===== config.mk =====
export PLATFORM = sky130hd
export DESIGN_NAME = cfp_top
export DESIGN_NICKNAME = d
export VERILOG_FILES = /design/src/logic/cfp_pkg.sv /design/src/logic/cfp_fifo_pointers.sv /design/src/logic/cfp_filter_route.sv /design/src/logic/cfp_top.sv
export SDC_FILE = /design/constraint.sdc
export NUM_CORES = 1
export LEC_CHECK = 0
export ABC_AREA = 1
export BUFFER_PORTS_ARGS = -buffer_cell sky130_fd_sc_hd__buf_2
export CAP_MARGIN = 15
export CORE_ASPECT_RATIO = 1.75
export CORE_MARGIN = 2
export CORE_UTILIZATION = 60
export CTS_BUF_LIST = sky130_fd_sc_hd__clkbuf_8
export DETAILED_ROUTE_END_ITERATION = 6
export PLACE_DENSITY = 0.83
export SLEW_MARGIN = 20
export SYNTH_ARGS = -nofsm -noshare
export SYNTH_HDL_FRONTEND = slang
export SYNTH_SLANG_ARGS = --single-unit

===== constraint.sdc =====
create_clock -name aclk -period 3.7 [get_ports aclk]
set_clock_uncertainty 0.05 [all_clocks]
set_input_delay 0.185 -clock aclk [delete_from_list [all_inputs] [get_ports aclk]]
set_output_delay 0.185 -clock aclk [all_outputs]
set_load 0.02 [all_outputs]

===== src/logic/cfp_pkg.sv =====
// shared constants, field layouts and carrier types for the filter routing and fifo pointer block
package cfp_pkg;

  localparam int ADDR_W = 8;
  localparam int NUM_FIFOS = 16;
  localparam int NUM_FILTERS = 4;
  localparam int ID_W = 11;
  localparam int IDX_W = 5;

  // register byte offsets
  localparam logic [7:0] ADDR_FILTER_WORD_TWO = 8'h00;
  localparam logic [7:0] ADDR_FIFO_TX = 8'h04;
  localparam logic [7:0] ADDR_FIFO_DEPTH = 8'h08;
  localparam logic [7:0] ADDR_CONFIG_MODE = 8'h0C;
  localparam logic [7:0] ADDR_USER_ADVANCE = 8'h10;
  localparam logic [7:0] ADDR_MASK_BASE = 8'h20;
  localparam logic [7:0] ADDR_FILTER_ID_BASE = 8'h30;
  localparam logic [7:0] ADDR_USER_ADDR_BASE = 8'h40;
  localparam logic [7:0] ADDR_MSG_INDEX_BASE = 8'h80;
  localparam logic [7:0] ADDR_REGION_MASK = 8'hC0;
  localparam logic [7:0] ADDR_SMALL_MASK = 8'hF0;

  // one filter slot per byte of filter control word two, filter eight in the low byte
  localparam int FILT_SLOT_W = 8;
  localparam int FILT_ON_BIT = 7;
  localparam int ACCEPT_MASK_SELECT_LSB = 5;
  localparam int DEST_FIFO_SELECT_LSB = 0;
  localparam logic [4:0] DEST_FIFO_SELECT_RESERVED_MIN = 5'h10;

  // reset values
  localparam logic [4:0] DEPTH_M1_RESET = 5'h1F;
  localparam logic CONFIG_MODE_RESET = 1'b1;

  // message slot geometry: 16 bytes per slot, 32 slots per fifo region
  localparam int MSG_SHIFT = 4;
  localparam logic [31:0] ADDR_ALIGN_MASK = 32'hFFFF_FFFC;

  localparam logic [1:0] RESP_OKAY = 2'h0;
  localparam logic [1:0] RESP_SLVERR = 2'h2;

  typedef struct packed {
    logic       filter_on;
    logic [1:0] accept_mask_select;
    logic [4:0] dest_fifo_select;
  } cfp_filter_type;

  typedef struct packed {
    logic       valid;
    logic [3:0] fifo;
    logic [31:0] addr;
  } cfp_store_type;

  function automatic logic [4:0] cfp_wrap_inc(input logic [4:0] idx, input logic [4:0] depth_m1);
    cfp_wrap_inc = (idx >= depth_m1) ? 5'h00 : 5'(idx + 5'h01);
  endfunction : cfp_wrap_inc

  function automatic logic [31:0] cfp_slot_addr(input logic [31:0] base, input logic [3:0] fifo,
                                                 input logic [4:0] idx);
    cfp_slot_addr = (base + (32'({fifo, idx}) << MSG_SHIFT)) & ADDR_ALIGN_MASK;
  endfunction : cfp_slot_addr

endpackage : cfp_pkg


===== src/logic/cfp_fifo_pointers.sv =====
// per-fifo software-side and engine-side slot indices with wrap at the configured depth
`timescale 1ns/1ps
module cfp_fifo_pointers
  import cfp_pkg::*;
(
  // clock and reset
  input  wire logic                               aclk,
  input  wire logic                               aresetn,
  // control
  input  wire logic                               clear,
  input  wire logic [IDX_W-1:0]                   depth_m1,
  input  wire logic [NUM_FIFOS-1:0]               user_adv,
  input  wire logic [NUM_FIFOS-1:0]               eng_adv,
  // indices
  output logic [NUM_FIFOS-1:0][IDX_W-1:0]         user_idx,
  output logic [NUM_FIFOS-1:0][IDX_W-1:0]         eng_idx
);

  // configuration mode holds every pointer at slot zero, so reads there mean nothing
  always_ff @(posedge aclk)
  begin
    if (!aresetn || clear)
      user_idx <= '0;
    else
      for (int n = 0; n < NUM_FIFOS; n++)
        if (user_adv[n])
          user_idx[n] <= cfp_wrap_inc(user_idx[n], depth_m1);
  end

  always_ff @(posedge aclk)
  begin
    if (!aresetn || clear)
      eng_idx <= '0;
    else
      for (int n = 0; n < NUM_FIFOS; n++)
        if (eng_adv[n])
          eng_idx[n] <= cfp_wrap_inc(eng_idx[n], depth_m1);
  end

endmodule : cfp_fifo_pointers


===== src/logic/cfp_filter_route.sv =====
// acceptance filters eight to eleven: masked identifier compare and destination fifo choice
`timescale 1ns/1ps
module cfp_filter_route
  import cfp_pkg::*;
(
  // clock and reset
  input  wire logic                              aclk,
  input  wire logic                              aresetn,
  // configuration
  input  wire cfp_filter_type [NUM_FILTERS-1:0]  filters,
  input  wire logic [NUM_FILTERS-1:0][ID_W-1:0]  filter_ids,
  input  wire logic [3:0][ID_W-1:0]              masks,
  // incoming frame
  input  wire logic                              rx_valid,
  input  wire logic [ID_W-1:0]                   rx_id,
  // routing result
  output logic                                   route_valid,
  output logic [3:0]                             route_fifo
);

  logic       next_hit;
  logic [3:0] next_fifo;

  // highest index scanned first so the lowest numbered filter wins
  always_comb
  begin
    next_hit = 1'b0;
    next_fifo = 4'h0;
    for (int k = NUM_FILTERS - 1; k >= 0; k--)
    begin
      if (filters[k].filter_on
          && (((rx_id ^ filter_ids[k]) & masks[filters[k].accept_mask_select]) == '0)
          && (filters[k].dest_fifo_select < DEST_FIFO_SELECT_RESERVED_MIN))
      begin
        next_hit = 1'b1;
        next_fifo = filters[k].dest_fifo_select[3:0];
      end
    end
  end

  always_ff @(posedge aclk)
  begin
    if (!aresetn)
    begin
      route_valid <= 1'b0;
      route_fifo <= 4'h0;
    end
    else
    begin
      route_valid <= rx_valid && next_hit;
      route_fifo <= next_fifo;
    end
  end

endmodule : cfp_filter_route


===== src/logic/cfp_top.sv =====
// filter routing and fifo pointer block with its axi4-lite register slave
`timescale 1ns/1ps
module cfp_top
  import cfp_pkg::*;
#(
  parameter logic [31:0] MSG_RAM_BASE = 32'h0000_0000
)
(
  // clock and reset
  input  wire logic                  aclk,
  input  wire logic                  aresetn,
  // axi4-lite write address
  input  wire logic                  awvalid,
  output logic                       awready,
  input  wire logic [ADDR_W-1:0]     awaddr,
  input  wire logic [2:0]            awprot,
  // axi4-lite write data
  input  wire logic                  wvalid,
  output logic                       wready,
  input  wire logic [31:0]           wdata,
  input  wire logic [3:0]            wstrb,
  // axi4-lite write response
  output logic                       bvalid,
  input  wire logic                  bready,
  output logic [1:0]                 bresp,
  // axi4-lite read address
  input  wire logic                  arvalid,
  output logic                       arready,
  input  wire logic [ADDR_W-1:0]     araddr,
  input  wire logic [2:0]            arprot,
  // axi4-lite read data
  output logic                       rvalid,
  input  wire logic                  rready,
  output logic [31:0]                rdata,
  output logic [1:0]                 rresp,
  // protocol engine side
  input  wire logic                  rx_valid,
  input  wire logic [ID_W-1:0]       rx_id,
  input  wire logic                  tx_done_valid,
  input  wire logic [3:0]            tx_done_fifo,
  output cfp_store_type              rx_store,
  output logic [NUM_FIFOS-1:0]       fifo_is_transmit,
  output logic                       config_mode
);

  cfp_filter_type [NUM_FILTERS-1:0]  filters;
  logic [NUM_FILTERS-1:0][ID_W-1:0]  filter_ids;
  logic [3:0][ID_W-1:0]              masks;
  logic [IDX_W-1:0]                  depth_m1;
  logic [NUM_FIFOS-1:0]              user_adv;
  logic [NUM_FIFOS-1:0]              eng_adv;
  logic [NUM_FIFOS-1:0][IDX_W-1:0]   user_idx;
  logic [NUM_FIFOS-1:0][IDX_W-1:0]   eng_idx;
  logic                              route_valid;
  logic [3:0]                        route_fifo;

  logic                              aw_held;
  logic                              w_held;
  logic [ADDR_W-1:0]                 wr_addr;
  logic [31:0]                       wr_data;
  logic [3:0]                        wr_strb;
  logic                              wr_fire;
  logic [31:0]                       next_rdata;
  logic [1:0]                        next_rresp;
  logic [1:0]                        next_bresp;

  // write channel: address and data taken in either order, one write at a time
  assign wr_fire = aw_held && w_held && !bvalid;

  always_ff @(posedge aclk)
  begin
    if (!aresetn)
    begin
      awready <= 1'b1;
      aw_held <= 1'b0;
      wr_addr <= '0;
    end
    else if (awvalid && awready)
    begin
      awready <= 1'b0;
      aw_held <= 1'b1;
      wr_addr <= awaddr;
    end
    else if (bvalid && bready)
    begin
      awready <= 1'b1;
      aw_held <= 1'b0;
    end
  end

  always_ff @(posedge aclk)
  begin
    if (!aresetn)
    begin
      wready <= 1'b1;
      w_held <= 1'b0;
      wr_data <= '0;
      wr_strb <= '0;
    end
    else if (wvalid && wready)
    begin
      wready <= 1'b0;
      w_held <= 1'b1;
      wr_data <= wdata;
      wr_strb <= wstrb;
    end
    else if (bvalid && bready)
    begin
      wready <= 1'b1;
      w_held <= 1'b0;
    end
  end

  always_comb
  begin
    if (wr_addr == ADDR_FILTER_WORD_TWO || wr_addr == ADDR_FIFO_TX
        || wr_addr == ADDR_FIFO_DEPTH || wr_addr == ADDR_CONFIG_MODE
        || wr_addr == ADDR_USER_ADVANCE
        || (wr_addr & ADDR_SMALL_MASK) == ADDR_MASK_BASE
        || (wr_addr & ADDR_SMALL_MASK) == ADDR_FILTER_ID_BASE)
      next_bresp = RESP_OKAY;
    else if ((wr_addr & ADDR_REGION_MASK) == ADDR_USER_ADDR_BASE
             || (wr_addr & ADDR_REGION_MASK) == ADDR_MSG_INDEX_BASE)
      next_bresp = RESP_OKAY;  // read-only words ignore writes
    else
      next_bresp = RESP_SLVERR;
  end

  always_ff @(posedge aclk)
  begin
    if (!aresetn)
    begin
      bvalid <= 1'b0;
      bresp <= RESP_OKAY;
    end
    else if (wr_fire)
    begin
      bvalid <= 1'b1;
      bresp <= next_bresp;
    end
    else if (bready)
      bvalid <= 1'b0;
  end

  // filter control word two: enable always writable, other fields locked while enabled
  always_ff @(posedge aclk)
  begin
    if (!aresetn)
      filters <= '0;
    else if (wr_fire && wr_addr == ADDR_FILTER_WORD_TWO)
      for (int k = 0; k < NUM_FILTERS; k++)
        if (wr_strb[k])
        begin
          filters[k].filter_on <= wr_data[k*FILT_SLOT_W + FILT_ON_BIT];
          if (!filters[k].filter_on)
          begin
            filters[k].accept_mask_select <= wr_data[k*FILT_SLOT_W + ACCEPT_MASK_SELECT_LSB +: 2];
            filters[k].dest_fifo_select <= wr_data[k*FILT_SLOT_W + DEST_FIFO_SELECT_LSB +: 5];
          end
        end
  end

  always_ff @(posedge aclk)
  begin
    if (!aresetn)
    begin
      masks <= '0;
      filter_ids <= '0;
    end
    else if (wr_fire)
      for (int k = 0; k < 4; k++)
      begin
        if (wr_addr == 8'(ADDR_MASK_BASE + 8'(4 * k)))
          masks[k] <= wr_data[ID_W-1:0];
        if (wr_addr == 8'(ADDR_FILTER_ID_BASE + 8'(4 * k)))
          filter_ids[k] <= wr_data[ID_W-1:0];
      end
  end

  always_ff @(posedge aclk)
  begin
    if (!aresetn)
    begin
      fifo_is_transmit <= '0;
      depth_m1 <= DEPTH_M1_RESET;
      config_mode <= CONFIG_MODE_RESET;
    end
    else if (wr_fire)
    begin
      if (wr_addr == ADDR_FIFO_TX)
        fifo_is_transmit <= wr_data[NUM_FIFOS-1:0];
      if (wr_addr == ADDR_FIFO_DEPTH)
        depth_m1 <= wr_data[IDX_W-1:0];
      if (wr_addr == ADDR_CONFIG_MODE)
        config_mode <= wr_data[0];
    end
  end

  // software tells the block it has filled (transmit) or emptied (receive) one slot
  assign user_adv = (wr_fire && wr_addr == ADDR_USER_ADVANCE) ? wr_data[NUM_FIFOS-1:0] : '0;

  // engine side: a routed frame fills a receive slot, a sent frame frees a transmit slot
  always_comb
  begin
    eng_adv = '0;
    if (route_valid && !fifo_is_transmit[route_fifo])
      eng_adv[route_fifo] = 1'b1;
    if (tx_done_valid && fifo_is_transmit[tx_done_fifo])
      eng_adv[tx_done_fifo] = 1'b1;
  end

  cfp_filter_route u_route (
    .aclk        (aclk),
    .aresetn     (aresetn),
    .filters     (filters),
    .filter_ids  (filter_ids),
    .masks       (masks),
    .rx_valid    (rx_valid && !config_mode),
    .rx_id       (rx_id),
    .route_valid (route_valid),
    .route_fifo  (route_fifo)
  );

  cfp_fifo_pointers u_ptrs (
    .aclk     (aclk),
    .aresetn  (aresetn),
    .clear    (config_mode),
    .depth_m1 (depth_m1),
    .user_adv (user_adv),
    .eng_adv  (eng_adv),
    .user_idx (user_idx),
    .eng_idx  (eng_idx)
  );

  // the store address is the slot the engine index points at before it advances
  always_ff @(posedge aclk)
  begin
    if (!aresetn)
      rx_store <= '0;
    else
    begin
      rx_store.valid <= route_valid && !fifo_is_transmit[route_fifo];
      rx_store.fifo <= route_fifo;
      rx_store.addr <= cfp_slot_addr(MSG_RAM_BASE, route_fifo, eng_idx[route_fifo]);
    end
  end

  // read decode
  always_comb
  begin
    next_rdata = '0;
    next_rresp = RESP_OKAY;
    if (araddr == ADDR_FILTER_WORD_TWO)
      next_rdata = 32'(filters);
    else if (araddr == ADDR_FIFO_TX)
      next_rdata = 32'(fifo_is_transmit);
    else if (araddr == ADDR_FIFO_DEPTH)
      next_rdata = 32'(depth_m1);
    else if (araddr == ADDR_CONFIG_MODE)
      next_rdata = 32'(config_mode);
    else if (araddr == ADDR_USER_ADVANCE)
      next_rdata = '0;
    else if ((araddr & ADDR_SMALL_MASK) == ADDR_MASK_BASE)
      next_rdata = 32'(masks[araddr[3:2]]);
    else if ((araddr & ADDR_SMALL_MASK) == ADDR_FILTER_ID_BASE)
      next_rdata = 32'(filter_ids[araddr[3:2]]);
    else if ((araddr & ADDR_REGION_MASK) == ADDR_USER_ADDR_BASE)
      // head for transmit, tail for receive: both are the software-side index
      next_rdata = cfp_slot_addr(MSG_RAM_BASE, araddr[5:2], user_idx[araddr[5:2]]);
    else if ((araddr & ADDR_REGION_MASK) == ADDR_MSG_INDEX_BASE)
      next_rdata = 32'(eng_idx[araddr[5:2]]);
    else
      next_rresp = RESP_SLVERR;
  end

  always_ff @(posedge aclk)
  begin
    if (!aresetn)
    begin
      arready <= 1'b1;
      rvalid <= 1'b0;
      rdata <= '0;
      rresp <= RESP_OKAY;
    end
    else if (arvalid && arready)
    begin
      arready <= 1'b0;
      rvalid <= 1'b1;
      rdata <= next_rdata;
      rresp <= next_rresp;
    end
    else if (rvalid && rready)
    begin
      arready <= 1'b1;
      rvalid <= 1'b0;
    end
  end

endmodule : cfp_top


==> results of run 1 <==
[cells in the mapped netlist, types with 32 or more instances]
library cell  number
o21ai_0          372
buf_4             32
inv_1            324
a22oi_1           45
nand2_1          664
dfxtp_1          402
nand4_1           98
ha_1             196
nand3_1          186
xor2_1           106
o22ai_1           47
o21a_1            54
a21oi_1          433
clkbuf_1         124
nor2_1           349
[through the flow]
step                instance area [um^2]  total power [mW]  hold slack [ns]  cells
floorplan                          25400              4.97            0.264   3659
detailed placement                 26500              5.24            0.391   4233
CTS                                28300              9.10           0.0476   4398
global route                       28300              9.37            0.111   4403
finish                             28300              9.14           0.0249   4406
global placement                   26500              5.23            0.383   4233
[worst reg2reg max path, cell delays in order, from the launching register on]
cell	delay [ns]
dfxtp_1	0.31
inv_1	0.56
a21oi_1	0.16
o21ai_0	0.10
nand2_1	0.07
nand2_1	0.06
nand2_1	0.06
nor2_1	0.44
nand3_1	0.47
o21ai_0	0.37
nand2_1	0.09
a21oi_1	0.22
[timing repair]
| item | 4_1_cts | 5_1_grt |
|---|---|---|
| buffers inserted | 0 | 0 |
| hold buffers | 51 | 0 |
| endpoints found under the hold margin | 63 | 0 |
[final timing paths]
| kind | startpoint | endpoint | slack [ns] | depth (start not counted) |
|---|---|---|---|---|
| setup reg to reg | filters[21]$_SDFFE_PN0P_ | u_route.route_fifo[0]$_SDFF_PN0_ | 0.64 | 11 |
| hold / removal | aresetn | arready$_SDFFE_PN1P_ | 0.02 | 3 |
| hold reg to reg | wr_strb[1]$_SDFFE_PN0P_ | wr_strb[1]$_SDFFE_PN0P_ | 0.41 | 2 |
| setup / recovery | filters[21]$_SDFFE_PN0P_ | u_route.route_fifo[0]$_SDFF_PN0_ | 0.64 | 11 |
[metal layers]
layer / up-vias / track usage (%) / wire, um / part of all wire [%]
li1: 12600 / - / - / -
met1: 12300 / 38.8 / 29500 / 32
met2: 1544 / 70.6 / 44000 / 48
met3: 613 / 8.10 / 7420 / 8.1
met4: 2 / 42.0 / 10200 / 11
met5: - / 0 / 12 / 0.013
[kinds of logic after synthesis]
| family | after synthesis | share of synthesized area, % |
|---|---|---|
| AOI/OAI and AO/OA | 1014 | 22.0 |
| DFF | 402 | 31.8 |
| muxes | 16 | 0.632 |
| adders and majority gates | 196 | 9.68 |
| and+or+nand+nor | 1356 | 23.2 |
| buffers and inverters | 526 | 8.44 |
| other | 1 | 0.0148 |
| xor gates and xnor gates | 124 | 4.28 |
[flip-flops by register name, summed over array words and instances (netlist names), 4 cells and up]
register / cells
u_ptrs.user_idx: 80
u_ptrs.eng_idx: 80
masks: 44
rx_store: 10
wr_strb: 4
filters: 32
depth_m1: 5
rdata: 32
wr_data: 32
fifo_is_transmit: 16
wr_addr: 8
filter_ids: 44
u_route.route_fifo: 4
[power groups by stage]
stage / clock (mW) / sequential [mW] / combinational, mW
floorplan: 0 / 4.57 / 0.400
global placement: 0 / 4.58 / 0.652
detailed placement: 0 / 4.58 / 0.661
CTS: 3.90 / 4.49 / 0.707
global route: 4.08 / 4.49 / 0.797
finish: 3.90 / 4.49 / 0.743
[cell type report]
| cell class | count | area (um^2) |
|---|---|---|
| well taps | 555 | 694 |
| multi-input cells | 2731 | 15300 |
| flip-flops and latches | 402 | 8050 |
| inverters | 339 | 1270 |
| clock inverters | 36 | 215 |
| repair buffers | 257 | 1710 |
| clock buffers | 78 | 1070 |
| diodes | 8 | 20.0 |
| fillers | 3651 | 13400 |
==> results.cfg, run 1 <==
[setup_path]
crit_buf_inv = 1
crit_top_cell = nand2_1
crit_slowest_cell = inv_1
required_ns = 4.23
critPathKind = register to register
slowest_delay_ns = 0.56
endpoint_kind = register
worstPathCellList = inv_1 -> a21oi_1 -> o21ai_0 -> nand2_1 -> nand2_1 -> nand2_1 -> nor2_1 -> nand3_1 -> o21ai_0 -> nand2_1 -> a21oi_1
cp_max_fo = 21
start_kind = register
cp_top_family = simple AND/OR/NAND/NOR gates
arrival_ns = 3.59

[place]
gp_congestion = 1.04
port_buffers = 145
place_ws_ns = 0.795
hpwl_um = 63600

[synth]
synth_top_area_share_pct = 31.8
synth-edff-count = 0
ys.warnings.count = 0
synth_seq_area_share_pct = 31.8
ys_types = 48
synthTopCellsByArea = dfxtp_1 (32%), nand2_1 (9.8%), ha_1 (9.7%), a21oi_1 (8.6%), o21ai_0 (7.3%)
netlist_area_um2 = 25300
synth_top_area_cell = dfxtp_1
synthCells = 3635
synthFlopType = dfxtp_1
async_flop_share_pct = 0
syn_area_per_cell_um2 = 6.97
synth-seq-cells = 402

[floorplanning]
io_pins = 177
core_um2 = 41700
die-area_um2 = 44000
num_rows = 99
floorplan.initialDensity_pct = 60.7
die_h_um = 276
die_w_um = 159

[detailed_routing]
ant_nets = 0
route.detailed.drc = 1
drtIter0Drc = 2365
via_per_inst = 6.14
num_vias = 27100
wl_um = 91100
drtPass1Iterations = 7
wl_per_cell_um = 20.7

[layout]
final_common_cell = nand2_1
fin_nets = 4069
final_util_pct = 67.8
area_growth_syn_to_layout_pct = 11.6
drive_above_1_share_pct = 9.19
mostFrequentLayoutCells = nand2_1 (663), a21oi_1 (433), dfxtp_1 (401), o21ai_0 (371), nor2_1 (345)

[sta]
tightest_slew_ns = 1.07
hold_viol_final = 0
final_max_slew_viol_count = 0
min_period_ns = 3.06
fin_crit_sh_pct = 82.7
timing.fmax_ghz = 0.327
final-setup-viol-count = 0
setup_tns_ns = 0
worst_slack_ns = 0.639
slew_headroom_pct = 28.6
rsz0062_at_grt = false

[clock_tree]
cts_buffers = 60
clk_pin_slew_ns = 0.07
clock-root-buffer = clkbuf_8
cts.sinks = 402
insertion_delay_ns = 0.69
cts-resized-gates = 0
cts_tree = built
h-tree-depth = 2
clockBufferDepth = 3

[min_path]
hold_class = input pin to register

[pwr]
power_density_nw_per_um2 = 323
combinationalPowerShare_pct = 8.1
power.switching_mw = 2.53
p_int_mw = 6.61
pwr-share-seq_pct = 49.2
p_leak_nw = 12.7
ir_drop_v = 0.000478
power_frac_clock_pct = 42.7
p_sw_share_pct = 27.7

[global_routing]
antenna_found_initial = 9
grt_start_max_net_pins = 215
grt-ovfl-total = 0
grt_pass1_wl_um = 140000
grt_pass1_vias = 26100
grt_use_total_pct = 40.4

[status]
status = complete, but fails checks
violations = design-rule violations

[run]
maxCapViolations = 0
(Power assumes the default switching activity.)
==> inputs of run 2 (changes only) <==
==> constraint.sdc (replaced) <==
create_clock -name aclk -period 2.9 [get_ports aclk]
set_clock_uncertainty 0.05 [all_clocks]
set_input_delay 0.145 -clock aclk [delete_from_list [all_inputs] [get_ports aclk]]
set_output_delay 0.145 -clock aclk [all_outputs]
set_load 0.02 [all_outputs]
==> run 2 against run 1 <==
The flow now finishes without violations; utilization up 0.97 points; global-route usage down 0.054 points; via count down 0.16%; die area unchanged; cell area up 1.4%; critical path depth down 2; clock-buffer cell count unchanged; sequential power up 27%; clock power up 39%; non-clock buffer count up 28; flip-flop and latch count unchanged; largest cell class unchanged.
==> results.cfg, run 2 (synthesized netlist as in run 1, its figures left out) <==
[setup_path]
slowest_delay_ns = 0.53
cp_max_fo = 14
required_ns = 3.40
reg2regPathDepth = 9
endpoint_kind = register
arrival_ns = 3.13
worstPathCellList = inv_1 -> ha_1 -> nand2_1 -> nor2_1 -> inv_1 -> nor2_1 -> nand3_1 -> o21ai_0 -> a21oi_1
critPathKind = register to register
start_kind = register
crit_slowest_cell = nand3_1

[floorplanning]
io_pins = 177
core_um2 = 41700
die-area_um2 = 44000
num_rows = 99
die_w_um = 159
floorplan.initialDensity_pct = 60.7
die_h_um = 276

[place]
dpl_cell_area_um2 = 26800
place_ws_ns = 0.298
port_buffers = 145
hpwl_um = 64100
gp_congestion = 1.03

[min_path]
whs_path_depth = 3
hold_class = input pin to register

[global_routing]
gr-usage-met2_pct = 70.7
grt.busiest_layer = met2
met3_usage_pct = 7.59
grt_pass1_vias = 26300
grt_use_total_pct = 40.4
grt_start_max_net_pins = 215
use_met1_pct = 38.1
grt-ovfl-total = 0
grt_pass1_wl_um = 139000
antenna_found_initial = 8

[sta]
min_period_ns = 2.63
timing.fmax_ghz = 0.380
worst_slack_ns = 0.268
tightest_slew_ns = 0.870
final-setup-viol-count = 0
setup_tns_ns = 0
fin_crit_sh_pct = 90.8
slew_headroom_pct = 42.0
final_max_slew_viol_count = 0
hold_viol_final = 0
rsz0062_at_grt = false

[clock_tree]
cts.sinks = 402
h-tree-depth = 2
clk_pin_slew_ns = 0.07
clockBufferDepth = 3
clock-root-buffer = clkbuf_8
cts_tree = built
cts_buffers = 60
cts-resized-gates = 0
hold_buffers = 52
insertion_delay_ns = 0.69
cts_setup_buffers = 0

[status]
status = finished, final reports clean

[layout]
fin_nets = 4097
fin_area_um2 = 28700
mostFrequentLayoutCells = nand2_1 (663), a21oi_1 (433), dfxtp_1 (401), o21ai_0 (372), nor2_1 (348)
drive_above_1_share_pct = 9.74
fillers = 3644
top_regs = u_ptrs.eng_idx: 80 flops, u_ptrs.user_idx: 80 flops
area_growth_syn_to_layout_pct = 13.2
final_common_cell = nand2_1

[detailed_routing]
num_vias = 27000
route.detailed.drc = 0
drtIter0Drc = 2081
ant_nets = 0
wl_per_cell_um = 20.7
wl_um = 91500
via_per_inst = 6.10
drtPass1Iterations = 6

[pwr]
p_sw_share_pct = 26.8
power_frac_clock_pct = 44.8
combinationalPowerShare_pct = 8.1
total_power_mw = 12.1
p_leak_nw = 12.9
power.switching_mw = 3.25
pwr-share-seq_pct = 47.1
p_int_mw = 8.89
ir_drop_v = 0.000538
power_density_nw_per_um2 = 423

[run]
maxCapViolations = 0
run 2: cell count changes in the layout (fill, tap and decap cells not counted), sizes merged:
| cell | change |
|---|---|
| buf | +27 |
| bufinv | +5 |
| clkinv | -4 |
| clkinvlp | -2 |
| diode | -1 |
| dlygate4sd3 | +1 |
run 2: worst max-delay path: cells and delay by family (launching register included):
family                     cells  cell delay (ns)
AOI/OAI and AO/OA              2             0.48
adders and majority gates      1             0.20
buffers and inverters          2             0.20
DFF                            1             0.30
and+or+nand+nor                4             1.25
run 2: power by group through the flow:
stage | sequential [mW] | clock, mW | combinational, mW
finish | 5.72 | 5.44 | 0.977
floorplan | 5.83 | 0 | 0.510
global placement | 5.83 | 0 | 0.858
CTS | 5.71 | 5.45 | 0.928
detailed placement | 5.83 | 0 | 0.869
global route | 5.72 | 5.69 | 1.04
run 2: final timing paths:
check	endpoint	slack, ns	startpoint
worst max-delay path	filters[26]$_SDFFE_PN0P_	0.27	wr_addr[6]$_SDFFE_PN0P_
worst max register to register	filters[26]$_SDFFE_PN0P_	0.27	wr_addr[6]$_SDFFE_PN0P_
worst min register to register	filters[23]$_SDFFE_PN0P_	0.41	wr_data[23]$_SDFFE_PN0P_
worst min-delay path	wr_addr[5]$_SDFFE_PN0P_	0.01	awvalid
run 2: final cells by class:
type	instances	area, um^2	share of cell area [%]
clock inverters	35	329	1.15
clock buffers	78	1070	3.74
well taps	555	694	2.42
inverters	339	1270	4.43
multi-input cells	2731	15300	53.2
diodes	7	17.5	0.0610
repair buffers	285	2010	7.00
flip-flops and latches	402	8050	28.0
run 2: metrics by stage:
stage	utilization [%]	hold slack, ns	std cells
2_1_floorplan	-	0.224	3659
3_3_place_gp	64.1	0.343	4260
3_5_place_dp	64.1	0.351	4260
4_1_cts	68.7	0.00191	4425
5_1_grt	68.8	0.0851	4432
6_report	68.8	0.0132	4432
run 2: layer usage:
layer	share of wire, %	vias to the layer above
li1	-	12700
met1	33	12400
met2	48	1319
met3	7.4	588
met4	12	2
met5	0.014	-
